$ cat src/adm_map.svh
// Offsets, field positions, reset values and link bases for the analog die mode control.
// Included by the package only, both ends use its macros; holds definitions only.
`ifndef ADM_MAP_SVH
`define ADM_MAP_SVH

// Die link address bases, upper address byte
`define ADM_BASE_BLOCK_HI 8'h02
`define ADM_BASE_NONBLOCK_HI 8'h03
`define ADM_BASE_BLOCK 16'h0200
`define ADM_BASE_NONBLOCK 16'h0300

// Device register byte offsets
`define ADM_OFS_WUE 8'h06
`define ADM_OFS_MODE 8'h08
`define ADM_OFS_WSTAT 8'h0a
`define ADM_OFS_RSTAT 8'h0b
`define ADM_OFS_ACQ 8'h58

// Device reset values
`define ADM_WUE_RESET 8'h00
`define ADM_ACQ_RESET 8'h00
`define ADM_MODE_RESET 8'h00

// Operating mode field encodings
`define ADM_OPM_NORMAL 2'h0
`define ADM_OPM_STOP 2'h1
`define ADM_OPM_SLEEP 2'h2

// Field positions
`define ADM_WUE_EXT3_BIT 3
`define ADM_ACQ_EXTERNAL_TEMP_MEAS_ENABLE_BIT 3
`define ADM_ACQ_OPTIONAL_INPUT_SELECT_BIT 6
`define ADM_ACQ_AMP_HOUR_COUNTER_RESET_BIT 7
`define ADM_MODE_CYC_BIT 2

// Controller APB register offsets
`define ADM_APB_CMD 12'h000
`define ADM_APB_WDATA 12'h004
`define ADM_APB_STAT 12'h008
`define ADM_APB_CTRL 12'h00c

`endif

$ cat src/adm_pkg.sv
// Types shared by both ends of the analog die mode control.
// Expects adm_map.svh on the include path.
`include "adm_map.svh"

package adm_pkg;
  typedef logic [15:0] adm_addr_t;
  typedef logic [15:0] adm_data_t;
  typedef enum logic [2:0] {
    adm_st_reset,
    adm_st_normal,
    adm_st_stop_pend,
    adm_st_stop,
    adm_st_sleep,
    adm_st_intermediate
  } adm_state_e;
endpackage

$ cat src/adm_link_if.sv
// Die-to-die link between the controller end and the analog die end.
// Both ends run on the same pclk; the bench connects the two modports.
`timescale 1ns/1ps
`default_nettype none

interface adm_link_if;
  import adm_pkg::*;
  logic req;
  logic we;
  logic word;
  adm_addr_t addr;
  adm_data_t wdata;
  logic ack;
  adm_data_t rdata;
  logic mcu_stopped;
  logic wake_irq;
  logic mcu_reset_n;

  modport device (
    input req, we, word, addr, wdata, mcu_stopped,
    output ack, rdata, wake_irq, mcu_reset_n
  );
  modport controller (
    output req, we, word, addr, wdata, mcu_stopped,
    input ack, rdata, wake_irq, mcu_reset_n
  );
endinterface

`default_nettype wire

$ cat src/adm_device.sv
// Analog die end: mode sequencer, wake-up selection, acquisition enables.
// Assumes the controller holds a link request until ack and drops it after.
// Functional notes
// - Eight-bit wake enable register, offset 0x06
// - Decode offsets on blocking and non-blocking bases
// - Acquisition control accepted only as word
// - Acquisition low byte enables, high byte masks
// - Reduced option keeps ext input 3 wake off
// - Reduced option keeps external temperature off
// - Select bit zero routes battery voltage sense
// - Normal, stop, sleep; full measurement in normal
// - Normal uses link clock; watchdog on oscillator
// - Stop: interface supply off, controller reduced
// - Sleep: both supplies off, watchdogs off
// - Each wake source selectable in low power
// - Current and temperature optional in low power
// - Wake exits pass through intermediate state
// - Intermediate may return straight to low power
// - Any die reset source forces reset state
// - Modes follow commands and enabled wake events
// - Mode 10 enters sleep
// - Mode 01 enters stop after link clock stops
// - Controller writes 00 to reach normal
// - Wake source recorded in readable flag
//
// The APB register port is this design's own decision.
`timescale 1ns/1ps
`default_nettype none

module adm_device (
  input wire logic pclk,
  input wire logic presetn,
  adm_link_if.device link,
  input wire logic [7:0] wake_event,
  input wire logic cyclic_wake,
  input wire logic [1:0] reset_source,
  output logic interface_supply_on,
  output logic controller_supply_on,
  output logic controller_supply_reduced,
  output logic analog_clock_on_link,
  output logic watchdog_enable,
  output logic analog_blocks_on,
  output logic current_meas_enable,
  output logic voltage_meas_enable,
  output logic internal_temp_meas_enable,
  output logic external_temp_meas_enable,
  output logic conversion_irq_enable,
  output logic open_detect_enable,
  output logic optional_input_select,
  output logic amp_hour_counter_reset,
  output adm_pkg::adm_state_e mode_state
);
  import adm_pkg::*;

  adm_state_e state;
  logic [10:0] sync_a;
  logic [10:0] sync_b;
  logic [7:0] ev;
  logic cyc_ev;
  logic rst_any;
  logic ack_q;
  logic [7:0] wue;
  logic [7:0] acq;
  logic [7:0] mode;
  logic [7:0] wflag;
  logic cyc_flag;
  logic rst_flag;
  logic clk_link;
  logic acc;
  logic base_ok;
  logic [7:0] ofs;
  logic low_power;
  logic [7:0] wake_hit;
  logic cyc_hit;
  logic wake_any;
  logic mode_wr;
  logic acq_wr;
  logic [1:0] operating_mode_field;

  // Byte register hit: a byte write at its offset or a word write covering it
  function automatic logic hit(input logic [7:0] o, input logic [7:0] x);
    hit = acc && link.we && base_ok && ((!link.word && o == x) || (link.word && o == {x[7:1], 1'b0}));
  endfunction

  // Byte lane of the write data; big-endian, even address in the high lane
  function automatic logic [7:0] lane(input logic [7:0] x);
    lane = (link.word && !x[0]) ? link.wdata[15:8] : link.wdata[7:0];
  endfunction

  // Read value of one byte offset; the acquisition bytes are served only to word reads
  function automatic logic [7:0] rbyte(input logic [7:0] x);
    rbyte = 8'h00;
    if (x == `ADM_OFS_WUE) begin
      rbyte = wue;
    end else if (x == `ADM_OFS_MODE) begin
      rbyte = mode;
    end else if (x == `ADM_OFS_WSTAT) begin
      rbyte = wflag;
    end else if (x == `ADM_OFS_RSTAT) begin
      rbyte = {3'h0, cyc_flag, state, rst_flag};
    end else if (x == (`ADM_OFS_ACQ | 8'h01)) begin
      rbyte = {1'b0, acq[6:0]};
    end
  endfunction

  // Pins and reset sources cross in from other domains; second stage only is read
  always_ff @(posedge pclk or negedge presetn) begin
    if (!presetn) begin
      sync_a <= 11'h000;
      sync_b <= 11'h000;
    end else begin
      sync_a <= {reset_source, cyclic_wake, wake_event};
      sync_b <= sync_a;
    end
  end

  assign ev = sync_b[7:0];
  assign cyc_ev = sync_b[8];
  assign rst_any = |sync_b[10:9];
  assign acc = link.req && !ack_q;
  assign base_ok = link.addr[15:8] == `ADM_BASE_BLOCK_HI || link.addr[15:8] == `ADM_BASE_NONBLOCK_HI;
  assign ofs = link.addr[7:0];
  assign low_power = state == adm_st_stop || state == adm_st_sleep;
  assign wake_hit = low_power ? (wue & ev) : 8'h00;
  assign cyc_hit = low_power && mode[`ADM_MODE_CYC_BIT] && cyc_ev;
  assign wake_any = |wake_hit || cyc_hit;
  // Processes see reads inside functions
  always_comb begin
    mode_wr = hit(ofs, `ADM_OFS_MODE) && !low_power;
    operating_mode_field = 2'(lane(`ADM_OFS_MODE));
  end
  assign acq_wr = acc && link.we && base_ok && link.word && ofs == `ADM_OFS_ACQ;

  // Mode sequencer
  always_ff @(posedge pclk or negedge presetn) begin
    if (!presetn) begin
      state <= adm_st_reset;
    end else if (rst_any) begin
      state <= adm_st_reset;
    end else begin
      unique case (state)
        adm_st_reset: begin
          state <= adm_st_normal;
        end
        adm_st_normal: begin
          if (mode_wr && operating_mode_field == `ADM_OPM_SLEEP) begin
            state <= adm_st_sleep;
          end else if (mode_wr && operating_mode_field == `ADM_OPM_STOP) begin
            state <= adm_st_stop_pend;
          end
        end
        adm_st_stop_pend: begin
          // Controller may still cancel before it actually stops
          if (mode_wr && operating_mode_field == `ADM_OPM_NORMAL) begin
            state <= adm_st_normal;
          end else if (mode_wr && operating_mode_field == `ADM_OPM_SLEEP) begin
            state <= adm_st_sleep;
          end else if (link.mcu_stopped) begin
            state <= adm_st_stop;
          end
        end
        adm_st_stop, adm_st_sleep: begin
          if (wake_any) begin
            state <= adm_st_intermediate;
          end
        end
        adm_st_intermediate: begin
          if (mode_wr && operating_mode_field == `ADM_OPM_NORMAL) begin
            state <= adm_st_normal;
          end else if (mode_wr && operating_mode_field == `ADM_OPM_SLEEP) begin
            state <= adm_st_sleep;
          end else if (mode_wr && operating_mode_field == `ADM_OPM_STOP) begin
            state <= adm_st_stop_pend;
          end
        end
        default: begin
          state <= adm_st_reset;
        end
      endcase
    end
  end

  // Clock source: link clock only once normal is entered, kept through a stop request
  always_ff @(posedge pclk or negedge presetn) begin
    if (!presetn) begin
      clk_link <= 1'b0;
    end else if (state == adm_st_normal) begin
      clk_link <= 1'b1;
    end else if (state != adm_st_stop_pend) begin
      clk_link <= 1'b0;
    end
  end

  // Configuration registers; the reset state restores defaults
  always_ff @(posedge pclk or negedge presetn) begin
    if (!presetn) begin
      wue <= `ADM_WUE_RESET;
      mode <= `ADM_MODE_RESET;
    end else if (state == adm_st_reset) begin
      wue <= `ADM_WUE_RESET;
      mode <= `ADM_MODE_RESET;
    end else begin
      if (hit(ofs, `ADM_OFS_WUE)) begin
        wue <= lane(`ADM_OFS_WUE);
      end
      if (hit(ofs, `ADM_OFS_MODE)) begin
        mode <= lane(`ADM_OFS_MODE) & 8'h07;
      end
    end
  end

  // Masked enables: each bit follows its write only when its mask bit is one
  genvar gi;
  generate
    for (gi = 0; gi < 8; gi = gi + 1) begin : g_acq
      always_ff @(posedge pclk or negedge presetn) begin
        if (!presetn) begin
          acq[gi] <= 1'b0;
        end else if (state == adm_st_reset) begin
          acq[gi] <= 1'(`ADM_ACQ_RESET >> gi);
        end else if (acq_wr && link.wdata[8 + gi]) begin
          acq[gi] <= link.wdata[gi];
        end else if (gi == `ADM_ACQ_AMP_HOUR_COUNTER_RESET_BIT) begin
          acq[gi] <= 1'b0; // Counter reset acts as a one-cycle strobe
        end
      end
    end
  endgenerate

  // Wake and reset cause flags; a new event beats a same-cycle clear
  always_ff @(posedge pclk or negedge presetn) begin
    if (!presetn) begin
      wflag <= 8'h00;
      cyc_flag <= 1'b0;
      rst_flag <= 1'b1;
    end else begin
      wflag <= (wflag & ~(hit(ofs, `ADM_OFS_WSTAT) ? lane(`ADM_OFS_WSTAT) : 8'h00)) | wake_hit;
      cyc_flag <= (cyc_flag && !(hit(ofs, `ADM_OFS_RSTAT) && |(lane(`ADM_OFS_RSTAT) & 8'h10))) || cyc_hit;
      rst_flag <= (rst_flag && !(hit(ofs, `ADM_OFS_RSTAT) && |(lane(`ADM_OFS_RSTAT) & 8'h01))) || state == adm_st_reset;
    end
  end

  // Link answer one cycle after the request; byte reads of the word-only register give zero
  always_ff @(posedge pclk or negedge presetn) begin
    if (!presetn) begin
      ack_q <= 1'b0;
      link.rdata <= 16'h0000;
    end else begin
      ack_q <= acc;
      if (acc && !link.we) begin
        if (!base_ok) begin
          link.rdata <= 16'h0000;
        end else if (link.word) begin
          link.rdata <= {rbyte({ofs[7:1], 1'b0}), rbyte({ofs[7:1], 1'b1})};
        end else if (ofs[7:1] == `ADM_OFS_ACQ >> 1) begin
          link.rdata <= 16'h0000;
        end else begin
          link.rdata <= {8'h00, rbyte(ofs)};
        end
      end
    end
  end

  assign link.ack = ack_q;

  // Supplies, clocks and acquisition gating, registered from the state
  always_ff @(posedge pclk or negedge presetn) begin
    if (!presetn) begin
      interface_supply_on <= 1'b1;
      controller_supply_on <= 1'b1;
      controller_supply_reduced <= 1'b0;
      analog_clock_on_link <= 1'b0;
      watchdog_enable <= 1'b0;
      analog_blocks_on <= 1'b1;
      current_meas_enable <= 1'b0;
      voltage_meas_enable <= 1'b0;
      internal_temp_meas_enable <= 1'b0;
      external_temp_meas_enable <= 1'b0;
      conversion_irq_enable <= 1'b0;
      open_detect_enable <= 1'b0;
      optional_input_select <= 1'b0;
      amp_hour_counter_reset <= 1'b0;
      link.wake_irq <= 1'b0;
      link.mcu_reset_n <= 1'b0;
    end else begin
      interface_supply_on <= !low_power;
      controller_supply_on <= state != adm_st_sleep;
      controller_supply_reduced <= state == adm_st_stop;
      analog_clock_on_link <= clk_link;
      watchdog_enable <= !low_power && state != adm_st_reset;
      analog_blocks_on <= !low_power;
      current_meas_enable <= acq[0];
      voltage_meas_enable <= acq[1] && !low_power;
      internal_temp_meas_enable <= acq[2];
      external_temp_meas_enable <= acq[3];
      conversion_irq_enable <= acq[4] && !low_power;
      open_detect_enable <= acq[5] && !low_power;
      optional_input_select <= acq[6];
      amp_hour_counter_reset <= acq[7];
      link.wake_irq <= state == adm_st_stop && wake_any;
      link.mcu_reset_n <= state != adm_st_reset;
    end
  end

  assign mode_state = state;
endmodule

`default_nettype wire

$ cat src/flat_wrapper.sv
// flat-port wrapper written by rule: the top's interface ports become plain ports
module adm_device_flat import adm_pkg::*;
  (pclk, presetn, wake_event, cyclic_wake, reset_source, interface_supply_on, controller_supply_on, controller_supply_reduced, analog_clock_on_link, watchdog_enable, analog_blocks_on, current_meas_enable, voltage_meas_enable, internal_temp_meas_enable, external_temp_meas_enable, conversion_irq_enable, open_detect_enable, optional_input_select, amp_hour_counter_reset, mode_state, link_req, link_we, link_word, link_addr, link_wdata, link_mcu_stopped, link_ack, link_rdata, link_wake_irq, link_mcu_reset_n);
  adm_link_if link_i ();
  input wire logic pclk;
  input wire logic presetn;
  input wire logic [7:0] wake_event;
  input wire logic cyclic_wake;
  input wire logic [1:0] reset_source;
  output logic interface_supply_on;
  output logic controller_supply_on;
  output logic controller_supply_reduced;
  output logic analog_clock_on_link;
  output logic watchdog_enable;
  output logic analog_blocks_on;
  output logic current_meas_enable;
  output logic voltage_meas_enable;
  output logic internal_temp_meas_enable;
  output logic external_temp_meas_enable;
  output logic conversion_irq_enable;
  output logic open_detect_enable;
  output logic optional_input_select;
  output logic amp_hour_counter_reset;
  output adm_pkg::adm_state_e mode_state;
  input wire logic [$bits(link_i.req)-1:0] link_req;
  input wire logic [$bits(link_i.we)-1:0] link_we;
  input wire logic [$bits(link_i.word)-1:0] link_word;
  input wire logic [$bits(link_i.addr)-1:0] link_addr;
  input wire logic [$bits(link_i.wdata)-1:0] link_wdata;
  input wire logic [$bits(link_i.mcu_stopped)-1:0] link_mcu_stopped;
  output wire logic [$bits(link_i.ack)-1:0] link_ack;
  output wire logic [$bits(link_i.rdata)-1:0] link_rdata;
  output wire logic [$bits(link_i.wake_irq)-1:0] link_wake_irq;
  output wire logic [$bits(link_i.mcu_reset_n)-1:0] link_mcu_reset_n;
  assign link_i.req = link_req;
  assign link_i.we = link_we;
  assign link_i.word = link_word;
  assign link_i.addr = link_addr;
  assign link_i.wdata = link_wdata;
  assign link_i.mcu_stopped = link_mcu_stopped;
  assign link_ack = link_i.ack;
  assign link_rdata = link_i.rdata;
  assign link_wake_irq = link_i.wake_irq;
  assign link_mcu_reset_n = link_i.mcu_reset_n;
  adm_device u_core (.pclk(pclk), .presetn(presetn), .link(link_i), .wake_event(wake_event), .cyclic_wake(cyclic_wake), .reset_source(reset_source), .interface_supply_on(interface_supply_on), .controller_supply_on(controller_supply_on), .controller_supply_reduced(controller_supply_reduced), .analog_clock_on_link(analog_clock_on_link), .watchdog_enable(watchdog_enable), .analog_blocks_on(analog_blocks_on), .current_meas_enable(current_meas_enable), .voltage_meas_enable(voltage_meas_enable), .internal_temp_meas_enable(internal_temp_meas_enable), .external_temp_meas_enable(external_temp_meas_enable), .conversion_irq_enable(conversion_irq_enable), .open_detect_enable(open_detect_enable), .optional_input_select(optional_input_select), .amp_hour_counter_reset(amp_hour_counter_reset), .mode_state(mode_state));
endmodule
$ cat config.mk
export PLATFORM = sky130hd
export DESIGN_NAME = adm_device_flat
export DESIGN_NICKNAME = d
export VERILOG_FILES = /design/src/adm_pkg.sv /design/src/adm_link_if.sv /design/src/adm_device.sv /design/src/flat_wrapper.sv
export VERILOG_INCLUDE_DIRS = /design/src
export SDC_FILE = /design/constraint.sdc
export NUM_CORES = 1
export LEC_CHECK = 0
export ABC_AREA = 1
export BUFFER_PORTS_ARGS = -buffer_cell sky130_fd_sc_hd__buf_4
export CORE_MARGIN = 4
export CORE_UTILIZATION = 45
export CTS_BUF_LIST = sky130_fd_sc_hd__clkbuf_8
export CTS_CLUSTER_DIAMETER = 120
export DETAILED_ROUTE_END_ITERATION = 12
export GPL_TIMING_DRIVEN = 0
export PLACE_DENSITY = 0.68
export SYNTH_ARGS = -nofsm -noshare
export SYNTH_HDL_FRONTEND = slang
export SYNTH_SLANG_ARGS = --single-unit
export TNS_END_PERCENT = 10
$ cat constraint.sdc
create_clock -name pclk -period 1.65 [get_ports pclk]
set_input_delay 0.33 -clock pclk [delete_from_list [all_inputs] [get_ports pclk]]
set_output_delay 0.33 -clock pclk [all_outputs]
set_load 0.01 [all_outputs]
; ---- After elaboration in Yosys (flattened, before gate mapping)
; Cells that the tools add are included.
[totals]
register_bits = 92
in_bits = 49
out_inout_bits = 36
wordCells = 180
[classes]
eq_ne = 23
n_mux = 47
bitwise_logic = 4
n_reduce_logical = 72
[op_table]
columns = operator, count
row1 = 8-bit 2-to-1 mux, 16
row2 = 1-bit logical AND, 40
row3 = 16-bit 2-to-1 mux, 2
row4 = 8-bit by 4-bit == test with 1-bit output (second input constant), 3
row5 = 3-bit 2-to-1 mux, 8
row6 = 2-bit nonzero test, 10
row7 = 1-bit 2-to-1 mux, 18
row8 = 8-bit bitwise AND, 2
row9 = 8-bit by 2-bit == test with 1-bit output (second input constant), 2
row10 = 8-bit by 7-bit == test with 1-bit output (second input constant), 2
row11 = 3-bit case mux with 5 select lines, 1
row12 = 7-bit by 3-bit == test with 1-bit output (second input constant), 2
row13 = 7-bit 2-to-1 mux, 2
row14 = 1-bit logical OR, 9
row15 = 8-bit by 3-bit == test with 1-bit output (second input constant), 1
row16 = 8-bit inverter, 1
row17 = 8-bit bitwise OR, 1
row18 = 8-bit OR reduction, 1
row19 = 7-bit by 2-bit == test with 1-bit output (second input constant), 1
row20 = 7-bit by 6-bit == test with 1-bit output (second input constant), 1
row21 = 3-bit by 2-bit == test with 1-bit output (second input constant), 2
row22 = 3-bit == test (second input constant), 2
row23 = 1-bit zero test, 6
row24 = 5-bit by 2-bit inequality test with 1-bit output (second input constant), 1
row25 = other kinds (11), 12

; ---- Logic depth before layout (Yosys ltp)
[logic_depth]
depth_word = 12
depth_mapped = 13
mapped_depth_nobuf = 13

; ---- Least setup slack after synthesis
; OpenSTA, ideal clock, no wires.
[synth_timing]
path_type = reg2reg
startpoint = register u_core.state[2] (netlist: u_core.mode_state[2])
endpoint = register u_core.state[2] (netlist: u_core.mode_state[2])
setup_time_ps = 65
arrival_ps = 1490
t_required_ps = 1585
setup_slack_ps = 95
stages_incl_launch_ff = 13
n_path_buf = 1
synth_period_minus_slack_ps = 1555
path_cell_list = dfrtp_1 > inv_2 > nand3_2 > o21ai_4 > buf_6 > nand3_1 > nand3_2 > inv_2 > nand3_2 > nand2_1 > nor2_2 > nand2_1 > nand2_1
[synth_between]
elab_chain_cells = 10
[synth_lines]
columns = item, line
row1 = start: declaration, adm_device.sv:55  ; adm_state_e state;
row2 = start signal: assignment, adm_device.sv:137  ; state <= adm_st_reset;
row3 = start signal: assignment, adm_device.sv:139  ; state <= adm_st_reset;
row4 = start signal: assignment, adm_device.sv:143  ; state <= adm_st_normal;
row5 = 3-bit by 2-bit == test with 1-bit output / 3-bit == test (equally long branches), "adm_device.sv:123, adm_device.sv:141"
row6 = 1-bit logical OR, adm_device.sv:123  ; assign low_power = state == adm_st_stop || state == adm_st_sleep;
row7 = 1-bit zero test, adm_device.sv:129  ; mode_wr = hit(ofs, `ADM_OFS_MODE) && !low_power;
row8 = 1-bit logical AND, adm_device.sv:129
row9 = 1-bit logical AND (no line), -
row10 = 3-bit 2-to-1 mux, -
row11 = 3-bit 2-to-1 mux, adm_device.sv:170  ; end else if (mode_wr && operating_mode_field == `ADM_OPM_SLEEP) begin
row12 = 3-bit 2-to-1 mux, adm_device.sv:168  ; if (mode_wr && operating_mode_field == `ADM_OPM_NORMAL) begin
row13 = 3-bit case mux with 5 select lines, adm_device.sv:141  ; unique case (state)
row14 = 3-bit 2-to-1 mux, adm_device.sv:138  ; end else if (rst_any) begin
; Parallel ways exist; a longest one is shown, timed or not.
; A chain may end at the register's enable or synchronous reset.

; ---- Final worst setup path
[layout_timing]
startpoint = register u_core.state[2] (netlist: u_core.mode_state[2])
endpoint = register u_core.state[1] (netlist: u_core.mode_state[1])
; Same word-level chain as after synthesis.

==> run_results.csv <==
group,metric,value,unit
pwr,finalPower,0.00413,W
sta,min_period,1650,ps
clocking,cts_root_buf,"clkbuf_8",
pwr,leakagePower,2.61,nW
final_layout,area_growth,31.1,%
run_status,violations,"setup timing",
die,die_y,103,microns
die,start_util,46.5,%
final_layout,num-nets-final,629,
sta,setup_viol,1,
route,drt_iter0_drc,205,
place,gp_congestion,0.956,
sta,tightestPinTransition,1060,ps
final_layout,post_route_cells_drive_above_1_share,32.8,%
synth,synth.avg_cell_area,8.62,sq um
die,fp-row-count,34,
worst_setup_path,reg2reg_from,"u_core.mode_state[2]",
die,die_w,103,microns
synth,synth_warnings,0,
worst_setup_path,crit_path_end_kind,"flip-flop",
route,wirelength,10600,microns
place,port_buffers,81,
sta,finalCritPeriodShare,100,%
global_routing,grt_use_total,20.8,%
worst_setup_path,crit_path_cell_trace,"inv_4 > buf_12 > o21ai_4 > buf_8 > nand3_2 > nand3_2 > inv_2 > nand3_2 > nand2_2 > nor2_4 > nand2_1 > nand2_1",
route,avgRoutedWirePerCell,15.3,microns
worst_setup_path,crit_path_start_kind,"flip-flop",
sta,slew_violations,0,
sta,fmax,606,MHz
sta,final-hold-violation-count,0,
die,die_area,0.0106,sq mm
place,preCtsSetupSlack,-210,ps
run_status,status,"finished, violations left",
pwr,p_per_area,772,mW/mm^2
clocking,cts_max_path_buffers,2,
final_layout,antenna_cells,0,
sta,clock_skew,8.24,ps
worst_setup_path,crit_arrival,1940,ps
worst_setup_path,rr_worst_depth,12,
die,core_region_area,0.00876,sq mm
global_routing,overflow,0,
synth,synthDistinctLibCells,39,
sta,fin_setup_tns,-0.0460,ps
clocking,cts_tree,"built",
route,dr.pass1.iters,5,
job,max_cap_viol_count,0,
pwr,peakVddDrop,0.000456,V
sta,timing.slew.headroom,29.4,%
clocking,clk_pin_slew,80,ps
synth,syn-num-nets,522,
worst_setup_path,r2r_setup_slack,-0.05,ps
route,viasPerCell,5.22,
hold_path,hold_path_class,"input port to flip-flop",
sta,worst_slack,-0.0460,ps
worst_setup_path,worst_ep_required_time,1940,ps
synth,ys_ff_latch,87,
synth,yosys_most_used_dff,"dfrtp_1",
worst_setup_path,critPathMaxFanout,7,
worst_setup_path,crit_end,"u_core.mode_state[1]",
worst_setup_path,cp-startpoint,"u_core.mode_state[2]",
global_routing,grt_max_degree,88,
route,ant_nets,0,
worst_setup_path,cpMostUsedCell,"nand3_2",
synth,synth_area,0.00408,sq mm
clocking,ctsHtreeMaxLevel,3,
route,drc_errors,0,
sta,rsz0062_at_grt,"yes",
worst_setup_path,timing.rr.end,"u_core.mode_state[1]",
global_routing,grt_first_pass_wirelength,17000,microns
global_routing,antenna_found_initial,0,
synth,synthCells,473,
clocking,clock_sinks,87,
place,hpwl,7770,microns
synth,seq_area_frac_synth,53.5,%
place,dp.cells,662,
synth,async_flop_share,100,%
global_routing,grt_pass1_vias,3379,
worst_setup_path,critical_path_class,"flip-flop to flip-flop",
clocking,numCtsBuffers,9,
final_layout,instances_no_fill,693,
final_layout,fillers,746,
route,routed-via-count,3618,
die,pin_count,85,
synth,synth_edf_count,0,
worst_setup_path,cpMaxStageDelayCell,"dfrtp_2",
worst_setup_path,critPathMaxStageDelay,420,ps
clocking,clk_latency,360,ps
[stage by stage]
step	hold slack (ps)	area [sq um]	utilization [%]
2_1_floorplan	34.4	4080	-
3_3_place_gp	332	4820	55.0
3_5_place_dp	335	4820	55.0
4_1_cts	64.0	5230	59.6
5_1_grt	62.0	5350	61.0
6_report	72.9	5350	61.0
[worst max-delay path: cells and delay by family, from the launching register on]
family,cells,cell delay (ps)
AOI/OAI and AO/OA,1,190
buffers and inverters,4,390
DFF,1,420
and+or+nand+nor,7,580
[area by class of cell]
type                       count  area (sq um)  area share, %
sequential                    87          2180           40.9
multi-input combinational    305          1710           32.0
timing repair buffer          96           746           13.9
inverter                      70           270           5.05
clock buffer                  12           165           3.09
tap                          108           135           2.53
buffer                        11          82.6           1.54
clock inverter                 4          52.6          0.983
[metal layers]
layer / global-route usage [%] / share of wire [%] / wire length (microns)
met4: 6.77 / 1.6 / 166
met1: 29.6 / 44 / 4630
met3: 2.68 / 6.5 / 689
met5: 0 / 0 / 0
met2: 33.4 / 48 / 5140
[registers in the layout, indices dropped and copies added (netlist names), 3 cells and up]
| register | count |
|---|---|
| u_core.mode | 3 |
| u_core.wue | 8 |
| u_core.mode_state | 3 |
| u_core.wflag | 8 |
| u_core.acq | 8 |
| u_core.sync_b | 11 |
| u_core.sync_a | 11 |
| u_core.link.rdata | 16 |
[worst min-delay path by stage]
stage,start,endpoint,slack [ps],cells after the start
floorplan,presetn,u_core.acq[0],30,0
global placement,u_core.sync_a[4],u_core.sync_b[4],330,0
detailed placement,u_core.sync_a[0],u_core.sync_b[0],330,0
CTS,reset_source[1],u_core.sync_a[10],60,1
global route,wake_event[2],u_core.sync_a[2],60,1
finish,reset_source[1],u_core.sync_a[10],70,1
[kinds of logic after synthesis]
family                 count (synthesis)  share of synthesized area [%]
AND/OR/NAND/NOR                      223                           25.5
flip-flops                            87                           53.5
buffers and inverters                 81                           8.28
AO/OA/AOI/OAI                         80                           12.2
XOR/XNOR                               1                          0.215
multiplexers                           1                          0.245
[power breakdown]
group / internal (W) / leakage, nW / switching, W / total, W
Sequential: 0.00217 / 1.09 / 0.0000237 / 0.00220
Combinational: 0.000130 / 1.40 / 0.000209 / 0.000339
Clock: 0.000827 / 0.113 / 0.000763 / 0.00159
[cells in the mapped netlist, types with 8 or more instances]
cell type  count  area share (%)
dfrtp_1       84              52
inv_1         54             5.0
inv_2         15             1.4
nand2_1      113              10
nand3_1       21             2.6
nand4_1        8             1.2
nor2_1        44             4.1
nor3_1        10             1.2
o21ai_0       35             4.3
o21ai_1       19             2.3
[what timing repair did]
action                                  CTS  global route
endpoints found under the setup margin   21            32
pin swaps                                 7            11
gates cloned                              0             0
hold endpoints to repair                  0             0
resized for setup                        26            18
buffers inserted                         10             5
hold buffers                              0             0
[layout by cell type, fill, tap and decap left out, types with 4 or more instances in the layout]
master / instances
a32o_1: 6
buf_4: 95
clkbuf_8: 12
dfrtp_1: 81
inv_1: 52
inv_2: 15
nand2_1: 109
nand2_2: 7
nand3_1: 16
nand3_2: 5
nand3_4: 6
nand4_1: 8
nor2_1: 38
nor2_2: 6
nor2_4: 8
nor3_1: 6
nor3_2: 4
o211ai_1: 6
o21ai_0: 33
o21ai_1: 20
No activity file was read; power rests on OpenSTA's default activity.
